File: config.mk
export PLATFORM = sky130hd
export DESIGN_NAME = global_control_status_regs
export DESIGN_NICKNAME = d
export VERILOG_FILES = /design/src/include/gcs_pkg.sv /design/src/include/tx_gate_if.sv /design/src/rtl/global_control_status_regs.sv /design/src/rtl/tx_gate.sv
export SDC_FILE = /design/constraint.sdc
export NUM_CORES = 1
export LEC_CHECK = 0
export BUFFER_PORTS_ARGS = -buffer_cell sky130_fd_sc_hd__buf_2
export CAP_MARGIN = 15
export CORE_ASPECT_RATIO = 0.8
export CORE_UTILIZATION = 35
export DETAILED_ROUTE_END_ITERATION = 8
export PLACE_DENSITY = 0.63
export SLEW_MARGIN = 20
export SYNTH_ARGS = -nofsm -noshare
export SYNTH_HDL_FRONTEND = slang
export SYNTH_SLANG_ARGS = --single-unit
File: constraint.sdc
create_clock -name clock -period 2.2 [get_ports clock]
set_clock_uncertainty 0.1 [all_clocks]
set_input_delay 0.11 -clock clock [delete_from_list [all_inputs] [get_ports clock]]
set_output_delay 0.11 -clock clock [all_outputs]
set_load 0.005 [all_outputs]
File: src/include/gcs_pkg.sv
// Constants, offsets and reset values for the global control and status register pair.
// Assumes the host port decoder delivers a 16-bit register address and byte data.
// Function
// RQ1 - Global receive enable clear: every receive bus is ignored.
// RQ2 - Global transmit enable clear: no transmit data, sequencers held in reset.
// RQ3 - On transmit disable, the 32-bit word in progress finishes first.
// RQ4 - Label-reverse bit flips label byte order on all channels.
// RQ5 - Suppress bit keeps loopback transmitters off the external output.
// RQ6 - Control bit 1 picks host-new or transmitter-7-new for status bit 7.
// RQ7 - Control bit 0 sets transmitter 0/1 descriptor length 128 or 256.
// RQ8 - Control register read/write at 0x8000, read-only copy at 0x8001.
// RQ9 - Status register at 0x8002 readable any time, no side effects.
// RQ10 - Status bit 5 mirrors the ready pin.
// RQ11 - Status bit 4 high once run is asserted and normal operation.
// RQ12 - Status bit 3 set on self-test or boot load failure.
// RQ13 - Status bit 2 high while RAM check and clear run.
// RQ14 - Status bit 1 high in EEPROM programming; ready low meanwhile.
// RQ15 - Status bit 0 high while loading from the boot EEPROM.
// RQ16 - Receive channel accepts data only with global and channel enable set.
// RQ17 - Unused bits read zero, writes to them ignored, control resets to zero.
package gcs_pkg;
   // =====================================================================
   // Register offsets
   localparam logic [15:0] CTRL_ADDR = 16'h8000;
   localparam logic [15:0] CTRL_COPY_ADDR = 16'h8001;
   localparam logic [15:0] STAT_ADDR = 16'h8002;
   // =====================================================================
   // Control fields
   localparam int unsigned CTRL_RX_GLOBAL_BIT = 7;
   localparam int unsigned CTRL_TX_GLOBAL_BIT = 6;
   localparam int unsigned CTRL_LABEL_REV_BIT = 3;
   localparam int unsigned CTRL_LOOP_SUPP_BIT = 2;
   localparam int unsigned CTRL_OWNER_BIT = 1;
   localparam int unsigned CTRL_LONG_DESC_BIT = 0;
   localparam logic [7:0] CTRL_WRITE_MASK = 8'hCF;
   localparam logic [7:0] CTRL_RESET = 8'h00;
   // =====================================================================
   // Status fields
   localparam int unsigned STAT_READY_BIT = 5;
   localparam int unsigned STAT_ACTIVE_BIT = 4;
   localparam int unsigned STAT_SAFE_BIT = 3;
   localparam int unsigned STAT_RAM_BIT = 2;
   localparam int unsigned STAT_PROG_BIT = 1;
   localparam int unsigned STAT_BOOT_BIT = 0;
   localparam logic [7:0] STAT_RESET = 8'h00;
   // =====================================================================
   // Sizes and derived values
   localparam int unsigned RX_CHANNELS = 16;
   localparam int unsigned TX_CHANNELS = 8;
   localparam logic [8:0] DESC_LEN_SHORT = 9'h080;
   localparam logic [8:0] DESC_LEN_LONG = 9'h100;
endpackage

File: src/include/tx_gate_if.sv
// Signals between the register bank and one transmitter gate.
// Assumes one instance per transmit channel.
`timescale 1ns/1ps
`default_nettype none
interface tx_gate_if;
   logic global_en;
   logic suppress;
   logic loopback;
   logic word_busy;
   logic seq_reset;
   logic out_enable;
   modport gate (input global_en, input suppress, input loopback, input word_busy,
                 output seq_reset, output out_enable);
   modport ctrl (output global_en, output suppress, output loopback, output word_busy,
                 input seq_reset, input out_enable);
endinterface
`default_nettype wire

File: src/rtl/global_control_status_regs.sv
// Global control and status register pair with the gating that these bits steer.
// Assumes a host port decoder issuing one-cycle read and write strobes with address
// and data; status sources are on the same clock, the run pin is asynchronous.
`timescale 1ns/1ps
`default_nettype none
module global_control_status_regs
   import gcs_pkg::*;
(
   input wire logic clock,
   input wire logic resetn,
   input wire logic [15:0] reg_addr,
   input wire logic reg_wr,
   input wire logic reg_rd,
   input wire logic [7:0] reg_wdata,
   output logic [7:0] reg_rdata,
   output logic reg_rvalid,
   input wire logic run_pin,
   input wire logic ram_check_running,
   input wire logic eeprom_program_cycle,
   input wire logic eeprom_boot_loading,
   input wire logic bist_fail,
   input wire logic eeprom_boot_loading_fail,
   output logic ready,
   input wire logic [15:0] rx_word_strobe,
   input wire logic [15:0] rx_channel_enable,
   output logic [15:0] rx_accept,
   input wire logic [7:0] tx_word_busy,
   input wire logic [7:0] tx_loopback,
   output logic [7:0] tx_seq_reset,
   output logic [7:0] tx_out_enable,
   output logic label_bit_reverse,
   output logic loopback_tx_suppress,
   output logic status7_owner_select,
   input wire logic new_for_host,
   input wire logic new_for_last_transmitter,
   output logic rx_status_bit7,
   output logic [8:0] descriptor_length
);
   typedef struct packed {
      logic [7:0] ctrl;
      logic [7:0] status;
      logic [7:0] rdata;
      logic rvalid;
      logic run_s1;
      logic run_s2;
      logic run_s3;
      logic run_level;
      logic ready;
      logic [15:0] rx_accept;
      logic rx_status7;
      logic [8:0] desc_len;
   } regs_type;

   regs_type st_r;
   regs_type st_nxt;

   localparam regs_type REGS_RESET = '{
      ctrl: CTRL_RESET,
      status: STAT_RESET,
      rdata: 8'h00,
      rvalid: 1'b0,
      run_s1: 1'b0,
      run_s2: 1'b0,
      run_s3: 1'b0,
      run_level: 1'b0,
      ready: 1'b0,
      rx_accept: 16'h0000,
      rx_status7: 1'b0,
      desc_len: DESC_LEN_SHORT
   };

   // =====================================================================
   // Next state
   always_comb begin
      st_nxt = st_r;

      // Host writes land only in the implemented control bits.
      if (reg_wr && (reg_addr == CTRL_ADDR)) begin
         st_nxt.ctrl = reg_wdata & CTRL_WRITE_MASK; // see RQ8 see RQ17
      end

      // Reads only sample; nothing is cleared by a read.
      st_nxt.rvalid = reg_rd;
      st_nxt.rdata = 8'h00; // see RQ17
      if (reg_rd) begin
         unique case (reg_addr)
            CTRL_ADDR, CTRL_COPY_ADDR: st_nxt.rdata = st_r.ctrl; // see RQ8
            STAT_ADDR: st_nxt.rdata = st_r.status; // see RQ9
            default: st_nxt.rdata = 8'h00;
         endcase
      end

      // The run level changes only once the second and third stages agree.
      st_nxt.run_s1 = run_pin;
      st_nxt.run_s2 = st_r.run_s1;
      st_nxt.run_s3 = st_r.run_s2;
      if (st_r.run_s2 == st_r.run_s3) begin
         st_nxt.run_level = st_r.run_s3;
      end

      // Ready drops during any of the busy phases; the register port still answers reads.
      st_nxt.ready = !ram_check_running && !eeprom_program_cycle && !eeprom_boot_loading; // see RQ14

      st_nxt.status[7:6] = 2'b00; // see RQ17
      st_nxt.status[STAT_READY_BIT] = st_nxt.ready; // see RQ10
      st_nxt.status[STAT_ACTIVE_BIT] = st_r.run_level && st_nxt.ready && !st_r.status[STAT_SAFE_BIT]; // see RQ11
      // Safe mode is left only by reset, so the failure stays visible.
      st_nxt.status[STAT_SAFE_BIT] = st_r.status[STAT_SAFE_BIT] || bist_fail || eeprom_boot_loading_fail; // see RQ12
      st_nxt.status[STAT_RAM_BIT] = ram_check_running; // see RQ13
      st_nxt.status[STAT_PROG_BIT] = eeprom_program_cycle; // see RQ14
      st_nxt.status[STAT_BOOT_BIT] = eeprom_boot_loading; // see RQ15

      st_nxt.rx_accept = rx_word_strobe & rx_channel_enable
         & {RX_CHANNELS{st_r.ctrl[CTRL_RX_GLOBAL_BIT]}}; // see RQ1 see RQ16

      st_nxt.rx_status7 = st_r.ctrl[CTRL_OWNER_BIT] ? new_for_host : new_for_last_transmitter; // see RQ6

      st_nxt.desc_len = st_r.ctrl[CTRL_LONG_DESC_BIT] ? DESC_LEN_LONG : DESC_LEN_SHORT; // see RQ7
   end

   // =====================================================================
   // State register
   always_ff @(posedge clock or negedge resetn) begin
      if (!resetn) begin
         st_r <= REGS_RESET;
      end else begin
         st_r <= st_nxt;
      end
   end

   // =====================================================================
   // Transmitter gates
   genvar gi;
   generate
      for (gi = 0; gi < TX_CHANNELS; gi++) begin : g_tx
         tx_gate_if gif ();
         assign gif.global_en = st_r.ctrl[CTRL_TX_GLOBAL_BIT]; // see RQ2
         assign gif.suppress = st_r.ctrl[CTRL_LOOP_SUPP_BIT]; // see RQ5
         assign gif.loopback = tx_loopback[gi];
         assign gif.word_busy = tx_word_busy[gi];
         assign tx_seq_reset[gi] = gif.seq_reset;
         assign tx_out_enable[gi] = gif.out_enable;
         tx_gate u_gate (
            .clock(clock),
            .resetn(resetn),
            .port(gif.gate)
         );
      end
   endgenerate

   // =====================================================================
   // Outputs
   assign reg_rdata = st_r.rdata;
   assign reg_rvalid = st_r.rvalid;
   assign ready = st_r.ready;
   assign rx_accept = st_r.rx_accept;
   // The label reversal itself lives in each channel's shifter; this bit steers it.
   assign label_bit_reverse = st_r.ctrl[CTRL_LABEL_REV_BIT]; // see RQ4
   assign loopback_tx_suppress = st_r.ctrl[CTRL_LOOP_SUPP_BIT];
   assign status7_owner_select = st_r.ctrl[CTRL_OWNER_BIT];
   assign rx_status_bit7 = st_r.rx_status7;
   assign descriptor_length = st_r.desc_len;
endmodule
`default_nettype wire

File: src/rtl/tx_gate.sv
// Per-transmitter gate: holds the sequencer in reset and masks the output driver.
// Assumes word_busy stays high from the first to the last bit of a 32-bit word.
`timescale 1ns/1ps
`default_nettype none
module tx_gate
   import gcs_pkg::*;
(
   input wire logic clock,
   input wire logic resetn,
   tx_gate_if.gate port
);
   typedef enum {TXG_RESET, TXG_RUN, TXG_DRAIN} tx_gate_state_type;
   typedef struct packed {
      tx_gate_state_type state;
      logic seq_reset;
      logic out_enable;
   } tx_gate_regs_type;

   tx_gate_regs_type st_r;
   tx_gate_regs_type st_nxt;

   // =====================================================================
   // Sequencer control
   always_comb begin
      st_nxt = st_r;
      unique case (st_r.state)
         TXG_RESET: begin
            if (port.global_en) begin
               st_nxt.state = TXG_RUN;
            end
         end
         TXG_RUN: begin
            // A frame in progress is abandoned, but never a word.
            if (!port.global_en) begin
               st_nxt.state = port.word_busy ? TXG_DRAIN : TXG_RESET; // see RQ3
            end
         end
         TXG_DRAIN: begin
            if (!port.word_busy) begin
               st_nxt.state = TXG_RESET; // see RQ2
            end
         end
      endcase
      st_nxt.seq_reset = (st_nxt.state == TXG_RESET); // see RQ2
      st_nxt.out_enable = (st_nxt.state != TXG_RESET) && !(port.suppress && port.loopback); // see RQ5
   end

   always_ff @(posedge clock or negedge resetn) begin
      if (!resetn) begin
         st_r <= '{state: TXG_RESET, seq_reset: 1'b1, out_enable: 1'b0};
      end else begin
         st_r <= st_nxt;
      end
   end

   assign port.seq_reset = st_r.seq_reset;
   assign port.out_enable = st_r.out_enable;
endmodule
`default_nettype wire

# == After elaboration in Yosys (flattened, before gate mapping) ==
# Index checks and enable logic that the tools add are counted.
# totals
ff_bits,324
out_inout_bits,55
word_cells,162
# classes
eq_ne,20
muxes,44
n_reduce_logical,60
bitwise_logic,2
# ops
cell,n
2-to-1 mux 32 bit,24
one-hot mux 32 bit (3 select lines),8
zero test 32 bit,16
== test 32 x 1 -> 1 bit (second input constant),8
== test 32 x 2 -> 1 bit (second input constant),8
nonzero test 32 bit,8
== test 16 bit (second input constant),3
bitwise AND 16 bit,2
logical AND 1 bit,21
2-to-1 mux 2 bit,8
one-hot mux 8 bit (2 select lines),1
zero test 1 bit,12
2-to-1 mux 9 bit,1
2-to-1 mux 8 bit,1
logical OR 1 bit,2
OR reduction 2 bit,1
== test 1 bit,1
2-to-1 mux 1 bit,1

# == Depth between registers and ports, before layout ==
# Gate-level depths: netlist of run 1.
# logic_depth
depth_word,5
ltp_mapped,6
depth_no_buf,4

# == Modules after synthesis ==
# A second synthesis of run 1 with hierarchy kept.
# hier_totals
cells_unflattened,935
area_unflattened_um2,12141.6
# modules_own_cells
mod,area_per_inst_um2,n_inst,cells_per_inst
tx_gate,1283.7,8,99
global_control_status_regs,1871.8,1,143

# == Worst setup path before layout of run 1 ==
# No wires, ideal clock.
# synth_timing
path_type,input-to-reg
startpoint,input reg_addr[3]
endpoint,"register st_r, in the netlist g_tx[0].gif.global_en"
n_path_buf,0
path_stages,4
setup_slack_ns,0.595
arrival_time_ns,1.380
path_cell_list,nor4_1 -> nand4_1 -> nor4b_4 -> mux2_2
# synth_via
elab_chain_cells,2
# synth_lines
element,line_no,text
start: declaration,global_control_status_regs.sv:11,"input wire logic [15:0] reg_addr,"
== test 16 bit,global_control_status_regs.sv:78,if (reg_wr && (reg_addr == CTRL_ADDR)) begin
logical AND 1 bit,global_control_status_regs.sv:78,
end signal: assignment,global_control_status_regs.sv:127,st_r <= st_nxt;
end: declaration,global_control_status_regs.sv:54,regs_type st_r;
# Every way passes these cells.
# A chain may end at the register's enable or synchronous reset.

==> key figures, run 1 <==
Critical path
  – Reg2Reg Depth: 5
  – CP startpoint: g_tx[0].u_gate.st_r[18]$_DFF_PN0_
  – R2R setup slack: 90 ps
  – CP Capture Type: register
  – WP data arrival: 2400 ps
  – Critical Path End: g_tx[0].u_gate.port.out_enable$_DFF_PN0_
  – Worst r2r src: g_tx[0].u_gate.st_r[18]$_DFF_PN0_
  – Worst r2r dst: g_tx[0].u_gate.port.out_enable$_DFF_PN0_
  – Required time of the critical path: 2490 ps
  – Worst setup SP type: register
  – CP Class: reg -> reg
  – Max FO, Critical Path: 4

Timing
  – Max Freq: 0.4741 GHz
  – Final setup fails: 0
  – RSZ-0062 raised after global routing: false
  – Final Max Tran Viols: 0
  – Slew margin rel.: 0.5435
  – Worst slew pin tran: 684.7 ps
  – Final setup TNS: 0 ps
  – Final Hold Fails: 0
  – Period minus WS final: 2109 ps
  – Final cycle utilization of the critical path: 0.9587

Layout
  – Commonest cells after routing, fill and taps aside: dfrtp_1 (306), nor2b_1 (240), buf_2 (128)
  – FILL cells: 2777
  – Commonest non-fill, non-tap cell in the layout: dfrtp_1
  – Layout overhead on the synthesized area: 25.46%
  – Final-stage net count: 1163
  – Share of cells above drive strength 1: 0.2165
  – Post-route insts no fill: 1525

Clock tree
  – CTS max path bufs: 3
  – CTS clk-pin slew, worst paths: 60 ps
  – Clock sink total: 316
  – CTS Root Cell: clkbuf_16
  – H-Tree Depth: 2
  – TritonCTS clock tree: yes
  – Worst skew pair latency: 500 ps
  – CTS buffer count: 34

Route
  – Drt first pass iters: 6
  – DRC: 0
  – Routed length per instance: 14.08 µm
  – Post-DRT Antenna Nets: 0
  – WL final: 21470 µm
  – Via count: 6793
  – Initial DRC count: 364
  – DR vias/cell: 4.454

Floorplanning
  – Die Y: 163.9 µm
  – Die X: 204.4 µm
  – Die area: 33510 µm²
  – I/O pin total: 139
  – Core footprint: 31860 µm²
  – Rows: 58
  – Starting density of the core: 0.3601

Placement
  – Final HPWL DP: 13200 µm
  – I/O Buffers: 129
  – Placer Congestion: 0.7338
  – Placed Cells incl. Taps: 1381

Status
  – Status: finished clean

Global routing
  – First-pass GRT wire length: 35070 µm
  – Antenna violations before repair: 1
  – Largest net degree at the start of global routing: 82
  – GRT overflow: 0
  – Vias in the first global route: 6881
  – GRT Overall Usage: 0.1296

Run
  – # Max-Cap Violations: 0

Synth
  – Avg Inst Size Synth: 12.98 µm²
  – #FFs+latches synth: 316
  – Syn Inst Count: 884
  – Yosys warnings: 0
  – Synth cell types: 33
  – Sequential fraction of the synthesis area: 0.6903
  – Synth Cell Area: 11470 µm²

Power and ir drop
  – Combinational share of power: 0.025
  – VDD IR-drop max: 0.4987 mV
  – Pwr Density: 816.1 nW/µm²
  – Total power: 0.01174 W
  – Switching share of power: 0.2013
  – Sw Pwr: 0.002364 W
  – Leakage: 7.661 nW
  – Pint: 0.009380 W
  – Clock network fraction of total power: 0.479
  – Sequential share of power: 0.496

Hold path
  – Hold/Removal Path Class: in -> reg
[power groups by stage]
| stage | Sequential (W) | Combinational [W] | Clock (W) |
|---|---|---|---|
| 6_report | 0.00583 | 0.000296 | 0.00562 |
| 5_1_grt | 0.00582 | 0.000339 | 0.00605 |
| 4_1_cts | 0.00583 | 0.000304 | 0.00581 |
| 3_5_place_dp | 0.00593 | 0.000235 | 0 |
| 3_3_place_gp | 0.00593 | 0.000232 | 0 |
| 2_1_floorplan | 0.00593 | 0.0000199 | 0 |
[critical path: stages (launching register included)]
cell and delay [ps]:
dfrtp_1 370, nor4_1 360, nand4_1 270, nor2_1 200, a22oi_1 90, dlygate4sd3_1 610
[cell type report]
| class | count | area [µm²] | area share |
|---|---|---|---|
| Antenna cell | 1 | 2.502 | 0.0001739 |
| Clock buffer | 53 | 1013 | 0.07042 |
| Clock inverter | 8 | 118.9 | 0.008259 |
| Inverter | 3 | 11.26 | 0.0007825 |
| Multi-Input combinational cell | 490 | 3113 | 0.2163 |
| Sequential cell | 316 | 7923 | 0.5505 |
| Tap cell | 420 | 525.5 | 0.03652 |
| Timing Repair Buffer | 234 | 1684 | 0.1170 |
[state kept, by name (all words and copies together), names as in the netlist]
| signal | cells |
|---|---|
| status7_owner_select | 1 |
| g_tx.u_gate.port.out_enable | 8 |
| descriptor_length | 2 |
| loopback_tx_suppress | 1 |
| rx_status_bit7 | 1 |
| g_tx.u_gate.port.seq_reset | 8 |
| st_r | 10 |
| label_bit_reverse | 1 |
| reg_rdata | 8 |
| g_tx.u_gate.st_r | 256 |
| reg_rvalid | 1 |
| rx_accept | 16 |
| g_tx.gif.global_en | 1 |
| st_nxt | 2 |
[cell usage after synthesis]
library cell / count / share of area
a211o_1: 8 / 0.0061
nor4_1: 59 / 0.032
o22ai_1: 7 / 0.0038
nor2b_1: 240 / 0.13
buf_1: 1 / 0.00033
buf_4: 49 / 0.032
maj3_1: 1 / 0.00087
or2_2: 7 / 0.0038
nand3b_1: 8 / 0.0052
a22oi_1: 8 / 0.0052
dfrtp_1: 307 / 0.67
conb_1: 1 / 0.00033
a22o_1: 4 / 0.0031
nand3_1: 1 / 0.00044
and3_1: 16 / 0.0087
dfstp_2: 9 / 0.021
nor3_1: 4 / 0.0017
nand2b_1: 7 / 0.0038
or3_1: 1 / 0.00055
mux2_2: 7 / 0.0069
inv_1: 3 / 0.00098
clkbuf_1: 31 / 0.010
nor4b_2: 2 / 0.0026
o311ai_0: 8 / 0.0061
nand2_1: 16 / 0.0052
nand4_1: 17 / 0.0093
nor4b_4: 1 / 0.0021
and2_1: 18 / 0.0098
a211oi_1: 7 / 0.0046
and3b_1: 1 / 0.00076
nor4b_1: 1 / 0.00076
nor2_1: 33 / 0.011
a21oi_1: 1 / 0.00044
[stage by stage]
stage | hold WS, ps | setup WS [ps] | util | area [µm²]
2_1_floorplan | -285.6 | 595.0 | - | 11490
3_3_place_gp | 35.48 | 261.2 | 0.3892 | 12400
3_5_place_dp | 34.59 | 237.4 | 0.3892 | 12400
4_1_cts | 18.90 | 61.03 | 0.4493 | 14310
5_1_grt | 45.69 | 4.300 | 0.4517 | 14390
6_report | 34.66 | 90.76 | 0.4517 | 14390
[worst min-delay path by stage]
stage | cells past startpoint | from | slack, ps | to
floorplan | 0 | resetn | -290 | descriptor_length[8]$_DFF_PN0_
global placement | 1 | resetn | 40 | loopback_tx_suppress$_DFFE_PN0P_
detailed placement | 1 | resetn | 30 | loopback_tx_suppress$_DFFE_PN0P_
CTS | 4 | reg_addr[1] | 20 | reg_rdata[6]$_DFF_PN0_
global route | 4 | reg_addr[1] | 50 | reg_rdata[6]$_DFF_PN0_
finish | 4 | reg_addr[1] | 30 | reg_rdata[6]$_DFF_PN0_
[logic make-up (layout without fill, tap and decap cells)]
| group | after synthesis | count (layout) | synth area share |
|---|---|---|---|
| AO/OA/AOI/OAI | 43 | 43 | 0.02934 |
| adder cells (fa/ha/maj) | 1 | 1 | 0.0008726 |
| buffers and inverters | 84 | 298 | 0.04352 |
| flip-flops | 316 | 316 | 0.6903 |
| multiplexers | 7 | 7 | 0.006872 |
| other | 1 | 8 | 0.0003269 |
| AND/OR/NAND/NOR | 432 | 432 | 0.2287 |
[layer usage]
layer,vias to the layer above,GRT usage,part of all wire
met4,0,0.03901,0.017
met5,-,0,0
met1,3261,0.1829,0.50
met3,31,0.03075,0.055
met2,177,0.1982,0.43
li1,3324,-,-
[repair_timing]
| item | CTS | global route |
|---|---|---|
| gates resized for setup | 0 | 6 |
| setup buffers | 0 | 4 |
| hold buffers | 78 | 0 |
| endpoints found under the setup margin | 0 | 5 |
| endpoints found under the hold margin | 243 | 0 |
No activity file was read; power rests on OpenSTA's default activity.
==> run 2: changes to the inputs <==
--- a/config.mk
+++ b/config.mk
@@ -11,6 +11,7 @@
 export CORE_UTILIZATION = 35
 export DETAILED_ROUTE_END_ITERATION = 8
 export PLACE_DENSITY = 0.63
+export RECOVER_POWER = 25
 export SLEW_MARGIN = 20
 export SYNTH_ARGS = -nofsm -noshare
 export SYNTH_HDL_FRONTEND = slang
==> run 2 against run 1 <==
Worst setup slack improved by 7.9 ps. Via count did not move. Maximum frequency rose by 0.37%. Combinational power fell by 2%. Sequential power barely moved. First-iteration DRC count fell by 0.82%. Largest power group unchanged. Core utilization fell by 0.11 points. Highest routed layer unchanged. Die area did not move.
==> key figures, run 2 (same netlist as run 1, synthesis figures left out) <==
Status
  – Status: finished clean

Power and ir drop
  – Leakage: 7.628 nW
  – Total power: 0.01174 W
  – VDD IR-drop max: 0.4982 mV
  – Pwr Density: 817.5 nW/µm²

Layout
  – Commonest cells after routing, fill and taps aside: dfrtp_1 (306), nor2b_1 (240), buf_2 (123)
  – Layout overhead on the synthesized area: 25.16%
  – Share of cells above drive strength 1: 0.2083
  – Most flops, register: g_tx.u_gate.st_r
  – Final instance area: 14360 µm²
  – Max FFs per register: 256
  – Final-stage net count: 1163
  – Commonest non-fill, non-tap cell in the layout: dfrtp_1
  – Post-route insts no fill: 1525

Critical path
  – CP Capture Type: register
  – WP data arrival: 2390 ps
  – Slowest CP cell: dlygate4sd3_1
  – Delay of the slowest critical-path stage: 610 ps
  – Worst Path Buf+Inv: 1
  – Worst setup SP type: register
  – Cell family with most CP delay: simple AND/OR/NAND/NOR gates
  – CP Cell Sequence: nor4_1, nand4_1, nor2_1, a22oi_1, dlygate4sd3_1
  – Max FO, Critical Path: 4
  – Required time of the critical path: 2490 ps
  – CP Class: reg -> reg

Clock tree
  – CTS buffer count: 34
  – H-Tree Depth: 2
  – TritonCTS clock tree: yes
  – Worst skew pair latency: 500 ps
  – CTS Root Cell: clkbuf_16
  – CTS max path bufs: 3
  – CTS clk-pin slew, worst paths: 60 ps
  – Clock sink total: 316

Run
  – # Max-Cap Violations: 0

Global routing
  – Vias in the first global route: 6881
  – GRT Overall Usage: 0.1296
  – First-pass GRT wire length: 35070 µm
  – Antenna violations before repair: 1
  – Largest net degree at the start of global routing: 82
  – GRT overflow: 0

Route
  – Drt first pass iters: 7
  – DRC: 0
  – Initial DRC count: 361
  – WL final: 21440 µm
  – M1 WL: 10550 µm
  – Max layer used: met4
  – Routed length per instance: 14.06 µm
  – Via count: 6793
  – DR vias/cell: 4.454
  – Met3 WL: 1182 µm
  – Post-DRT Antenna Nets: 0
  – Met2 wire length: 9351 µm

Timing
  – Period minus WS final: 2101 ps
  – Final setup margin: 98.62 ps
  – Final setup TNS: 0 ps
  – Slew margin rel.: 0.2454
  – Final Hold Fails: 0
  – Final cycle utilization of the critical path: 0.9552
  – Final setup fails: 0
  – Max Freq: 0.4759 GHz
  – RSZ-0062 raised after global routing: false
  – Worst slew pin tran: 1132 ps
  – Final Max Tran Viols: 0

Hold path
  – Hold/Removal Path Class: in -> reg

Placement
  – Placed Cells incl. Taps: 1381
  – Placer Congestion: 0.7338
  – Post-placement cell area: 12400 µm²
  – Post-Place Worst Slack: 237.4 ps
  – I/O Buffers: 129
  – Final HPWL DP: 13200 µm

Floorplanning
  – Die X: 204.4 µm
  – Die area: 33510 µm²
  – Starting density of the core: 0.3601
  – Die Y: 163.9 µm
  – Rows: 58
  – Core footprint: 31860 µm²
  – I/O pin total: 139
==> run 2: changes by cell type in the layout (fill, tap and decap cells not counted) <==
| cell | previous run | this run |
|---|---|---|
| clkbuf_4 | 0 | 1 |
| buf_4 | 23 | 17 |
| clkbuf_1 | 11 | 20 |
| buf_2 | 128 | 123 |
| clkbuf_2 | 0 | 2 |
| and2_1 | 18 | 17 |
| buf_8 | 2 | 1 |
| and2_0 | 0 | 1 |
==> run 2: tightest hold or removal path: stages <==
cell    delay [ps]
buf_2          120
nor3_1          60
buf_4          150
and2_1         150
==> run 2: final cells by class <==
class                      count  area, µm²
fill                        2785      17500
sequential                   316       7923
multi-input combinational    490       3113
timing repair buffer         234       1650
clock buffer                  53       1013
tap                          420      525.5
clock inverter                 8      118.9
inverter                       3      11.26
antenna                        1      2.502
==> run 2: per-layer routing <==
layer,up-vias,GRT usage
li1,3324,-
met1,3255,0.1829
met2,183,0.1982
met3,31,0.03075
met4,0,0.03901
met5,-,0
==> run 2: repair_timing <==
item,4_1_cts,5_1_grt
endpoints found under the hold margin,243,0
buffers inserted,0,4
endpoints found under the setup margin,0,5
hold buffers,78,0
gates resized for setup,0,6
==> run 2: through the flow <==
stage | utilization | hold WS (ps)
floorplan | - | -285.6
global placement | 0.3892 | 35.48
detailed placement | 0.3892 | 34.59
CTS | 0.4493 | 18.90
global route | 0.4507 | 45.97
finish | 0.4507 | 35.40
==> run 2: path summary, 6_finish.rpt <==
| kind | slack (ps) | start | cells past startpoint | end |
|---|---|---|---|---|
| hold reg to reg | 250 | st_nxt[29]$_DFF_PN0_ | 0 | st_nxt[28]$_DFF_PN0_ |
| hold / removal | 40 | reg_addr[1] | 4 | reg_rdata[6]$_DFF_PN0_ |
| setup / recovery | 100 | g_tx[0].u_gate.st_r[18]$_DFF_PN0_ | 5 | g_tx[0].u_gate.port.out_enable$_DFF_PN0_ |
| min in group asynchronous | 270 | resetn | 2 | g_tx[2].u_gate.st_r[9]$_DFF_PN0_ |
| setup reg to reg | 100 | g_tx[0].u_gate.st_r[18]$_DFF_PN0_ | 5 | g_tx[0].u_gate.port.out_enable$_DFF_PN0_ |
| max in group asynchronous | 470 | resetn | 3 | g_tx[5].u_gate.st_r[19]$_DFF_PN0_ |
==> run 2: power by group <==
part | total [W] | switching [W] | internal (W) | leakage [nW]
logic | 0.000289 | 0.000163 | 0.000126 | 2.72
clock network | 0.00562 | 0.00220 | 0.00342 | 0.549
registers | 0.00583 | 0.00000398 | 0.00582 | 4.36
total | 0.0117 | 0.00236 | 0.00937 | 7.63
==> run 3: changes to the inputs <==
--- a/config.mk
+++ b/config.mk
@@ -5,12 +5,12 @@
 export SDC_FILE = /design/constraint.sdc
 export NUM_CORES = 1
 export LEC_CHECK = 0
-export BUFFER_PORTS_ARGS = -buffer_cell sky130_fd_sc_hd__buf_2
 export CAP_MARGIN = 15
 export CORE_ASPECT_RATIO = 0.8
 export CORE_UTILIZATION = 35
 export DETAILED_ROUTE_END_ITERATION = 8
-export PLACE_DENSITY = 0.63
+export DONT_BUFFER_PORTS = 1
+export PLACE_DENSITY = 0.59
 export RECOVER_POWER = 25
 export SLEW_MARGIN = 20
 export SYNTH_ARGS = -nofsm -noshare
==> constraint.sdc (replaced) <==
create_clock -name clock -period 2.2 [get_ports clock]
set_clock_uncertainty 0.1 [all_clocks]
set_input_delay 0.11 -clock clock [delete_from_list [all_inputs] [get_ports clock]]
set_output_delay 0.11 -clock clock [all_outputs]
set_load 0.1 [all_outputs]
==> run 3 against run 2 <==
The run now ends with hold timing left. Cell count down 8.2%. Worst setup slack better by 24 ps. Clock power down 10%. Core utilization down 2.4 points. Total power down 5.9%. Sequential power about the same. Die area unchanged. Maximum frequency up 1.2%. Critical path depth down 1. First-iteration DRC count up 28%. Global-route usage down 0.51 points. Combinational power down 45%. Critical endpoint is now g_tx[7].u_gate.port.out_enable$_DFF_PN0_. Largest power group unchanged. Highest routed layer unchanged.
==> key figures, run 3 (same netlist as run 1, synthesis figures left out) <==
Route
  – DRC: 0
  – Max layer used: met4
  – Via count: 6345
  – DR vias/cell: 4.532
  – WL final: 20840 µm
  – Met3 WL: 1235 µm
  – Routed length per instance: 14.88 µm
  – Drt first pass iters: 4
  – Post-DRT Antenna Nets: 0
  – Initial DRC count: 461
  – Met2 wire length: 8895 µm
  – M1 WL: 10250 µm

Power and ir drop
  – Sequential share of power: 0.528
  – Leakage: 7.056 nW
  – Pwr Density: 812.3 nW/µm²
  – Pint: 0.008826 W
  – Clock network fraction of total power: 0.457
  – Combinational share of power: 0.014
  – Switching share of power: 0.2011
  – Sw Pwr: 0.002222 W
  – VDD IR-drop max: 0.5620 mV
  – Total power: 0.01105 W

Layout
  – Final-stage net count: 1036
  – Most flops, register: g_tx.u_gate.st_r
  – Commonest non-fill, non-tap cell in the layout: dfrtp_1
  – Register Area: 7924 µm²
  – Fin util: 0.4270
  – Commonest cells after routing, fill and taps aside: dfrtp_1 (305), nor2b_1 (240), dlygate4sd3_1 (80)
  – Post-route insts no fill: 1400
  – FILL cells: 2850
  – Layout overhead on the synthesized area: 18.58%
  – Multi-input gate area: 3100 µm²
  – Max FFs per register: 256
  – Share of cells above drive strength 1: 0.1096

Timing
  – Period minus WS final: 2077 ps
  – RSZ-0062 raised after global routing: true
  – Final Max Tran Viols: 0
  – Max Freq: 0.4814 GHz
  – Final Hold Fails: 316
  – Worst Hold Slack: -842.8 ps
  – Final cycle utilization of the critical path: 0.9442
  – Final setup fails: 0
  – Worst slew pin tran: 901.3 ps
  – Slew margin rel.: 0.3996

Floorplanning
  – Die X: 204.4 µm
  – Die Y: 163.9 µm
  – Core footprint: 31860 µm²
  – Die area: 33510 µm²
  – Rows: 58
  – Starting density of the core: 0.3601
  – I/O pin total: 139

Critical path
  – Required time of the critical path: 2530 ps
  – Max FO, Critical Path: 24
  – Worst setup SP type: register
  – CP Class: reg -> reg
  – CP Capture Type: register
  – CP startpoint: g_tx[0].gif.global_en$_DFFE_PN0P_
  – Worst r2r src: g_tx[0].gif.global_en$_DFFE_PN0P_
  – WP data arrival: 2400 ps

Global routing
  – Largest net degree at the start of global routing: 317
  – Vias in the first global route: 6301
  – First-pass GRT wire length: 33640 µm
  – Antenna violations before repair: 4
  – GRT overflow: 0
  – GRT Overall Usage: 0.1246

Clock tree
  – Hold_buf cts: 80
  – CTS clk-pin slew, worst paths: 60 ps
  – CTS Root Cell: clkbuf_16
  – Clock sink total: 316
  – CTS max path bufs: 3
  – CTS buffer count: 30
  – H-Tree Depth: 1
  – TritonCTS clock tree: yes
  – Worst skew pair latency: 560 ps

Placement
  – I/O Buffers: 0
  – Placed Cells incl. Taps: 1254
  – Final HPWL DP: 12400 µm
  – Placer Congestion: 0.7218

Status
  – Violated checks: hold timing
  – Status: complete, but fails checks

Hold path
  – Hold/Removal Path Class: in -> async

Run
  – # Max-Cap Violations: 0
run 3: cell types whose count changed in the layout (fill, tap and decap cells not counted), sizes merged:
cell         change
dlygate4sd3      +2
inv              +1
buf            -113
clkbuf          -18
diode            +3
run 3: timing repair:
action / in CTS / in global routing
resized for setup: 0 / 4
setup buffers: 0 / 6
hold endpoints to repair: 379 / 316
endpoints found under the setup margin: 0 / 6
run 3: final timing paths:
check,to,slack (ps),depth (start not counted)
worst min register to register,st_nxt[28]$_DFF_PN0_,260,0
worst max register to register,g_tx[7].u_gate.port.out_enable$_DFF_PN0_,120,4
max in group asynchronous,g_tx[0].gif.global_en$_DFFE_PN0P_,2430,0
min in group clock,st_r[40]$_DFF_PN0_,40,1
worst min-delay path,g_tx[4].u_gate.st_r[29]$_DFF_PN0_,-840,0
worst max-delay path,g_tx[7].u_gate.port.out_enable$_DFF_PN0_,120,4
run 3: cell type report:
type | count | share of cell area
flip-flops and latches | 316 | 0.5826
multi-input cells | 490 | 0.2279
repair buffers | 111 | 0.07745
diodes | 4 | 0.0007359
clock inverters | 9 | 0.008279
clock buffers | 47 | 0.06356
well taps | 420 | 0.03863
inverters | 3 | 0.0008279
run 3: worst max-delay path, cell delays in order (launching register included):
cell	delay, ps
dfrtp_4	630
or2_2	360
o22ai_1	170
a22oi_1	90
dlygate4sd3_1	580
run 3: layer usage:
layer / track usage / vias to the layer above
met2: 0.1849 / 158
li1: - / 3082
met4: 0.03392 / 0
met3: 0.03413 / 36
met5: 0 / -
met1: 0.1785 / 3069
run 3: power by group through the flow:
stage | sequential (W) | clock (W) | combinational [W]
finish | 0.00584 | 0.00505 | 0.000158
global route | 0.00583 | 0.00544 | 0.000165
CTS | 0.00583 | 0.00522 | 0.000157
detailed placement | 0.00594 | 0 | 0.0000766
global placement | 0.00594 | 0 | 0.0000766
floorplan | 0.00595 | 0 | 0.0000707
run 3: stage by stage:
stage	area (µm²)	setup TNS, ps	hold slack (ps)	setup WS [ps]
floorplan	11490	0	-285.6	594.1
global placement	11720	0	-261.5	383.5
detailed placement	11720	0	-262.8	412.0
CTS	13500	0	-860.9	19.60
global route	13600	-34.17	-868.6	-21.92
finish	13600	0	-842.8	122.8
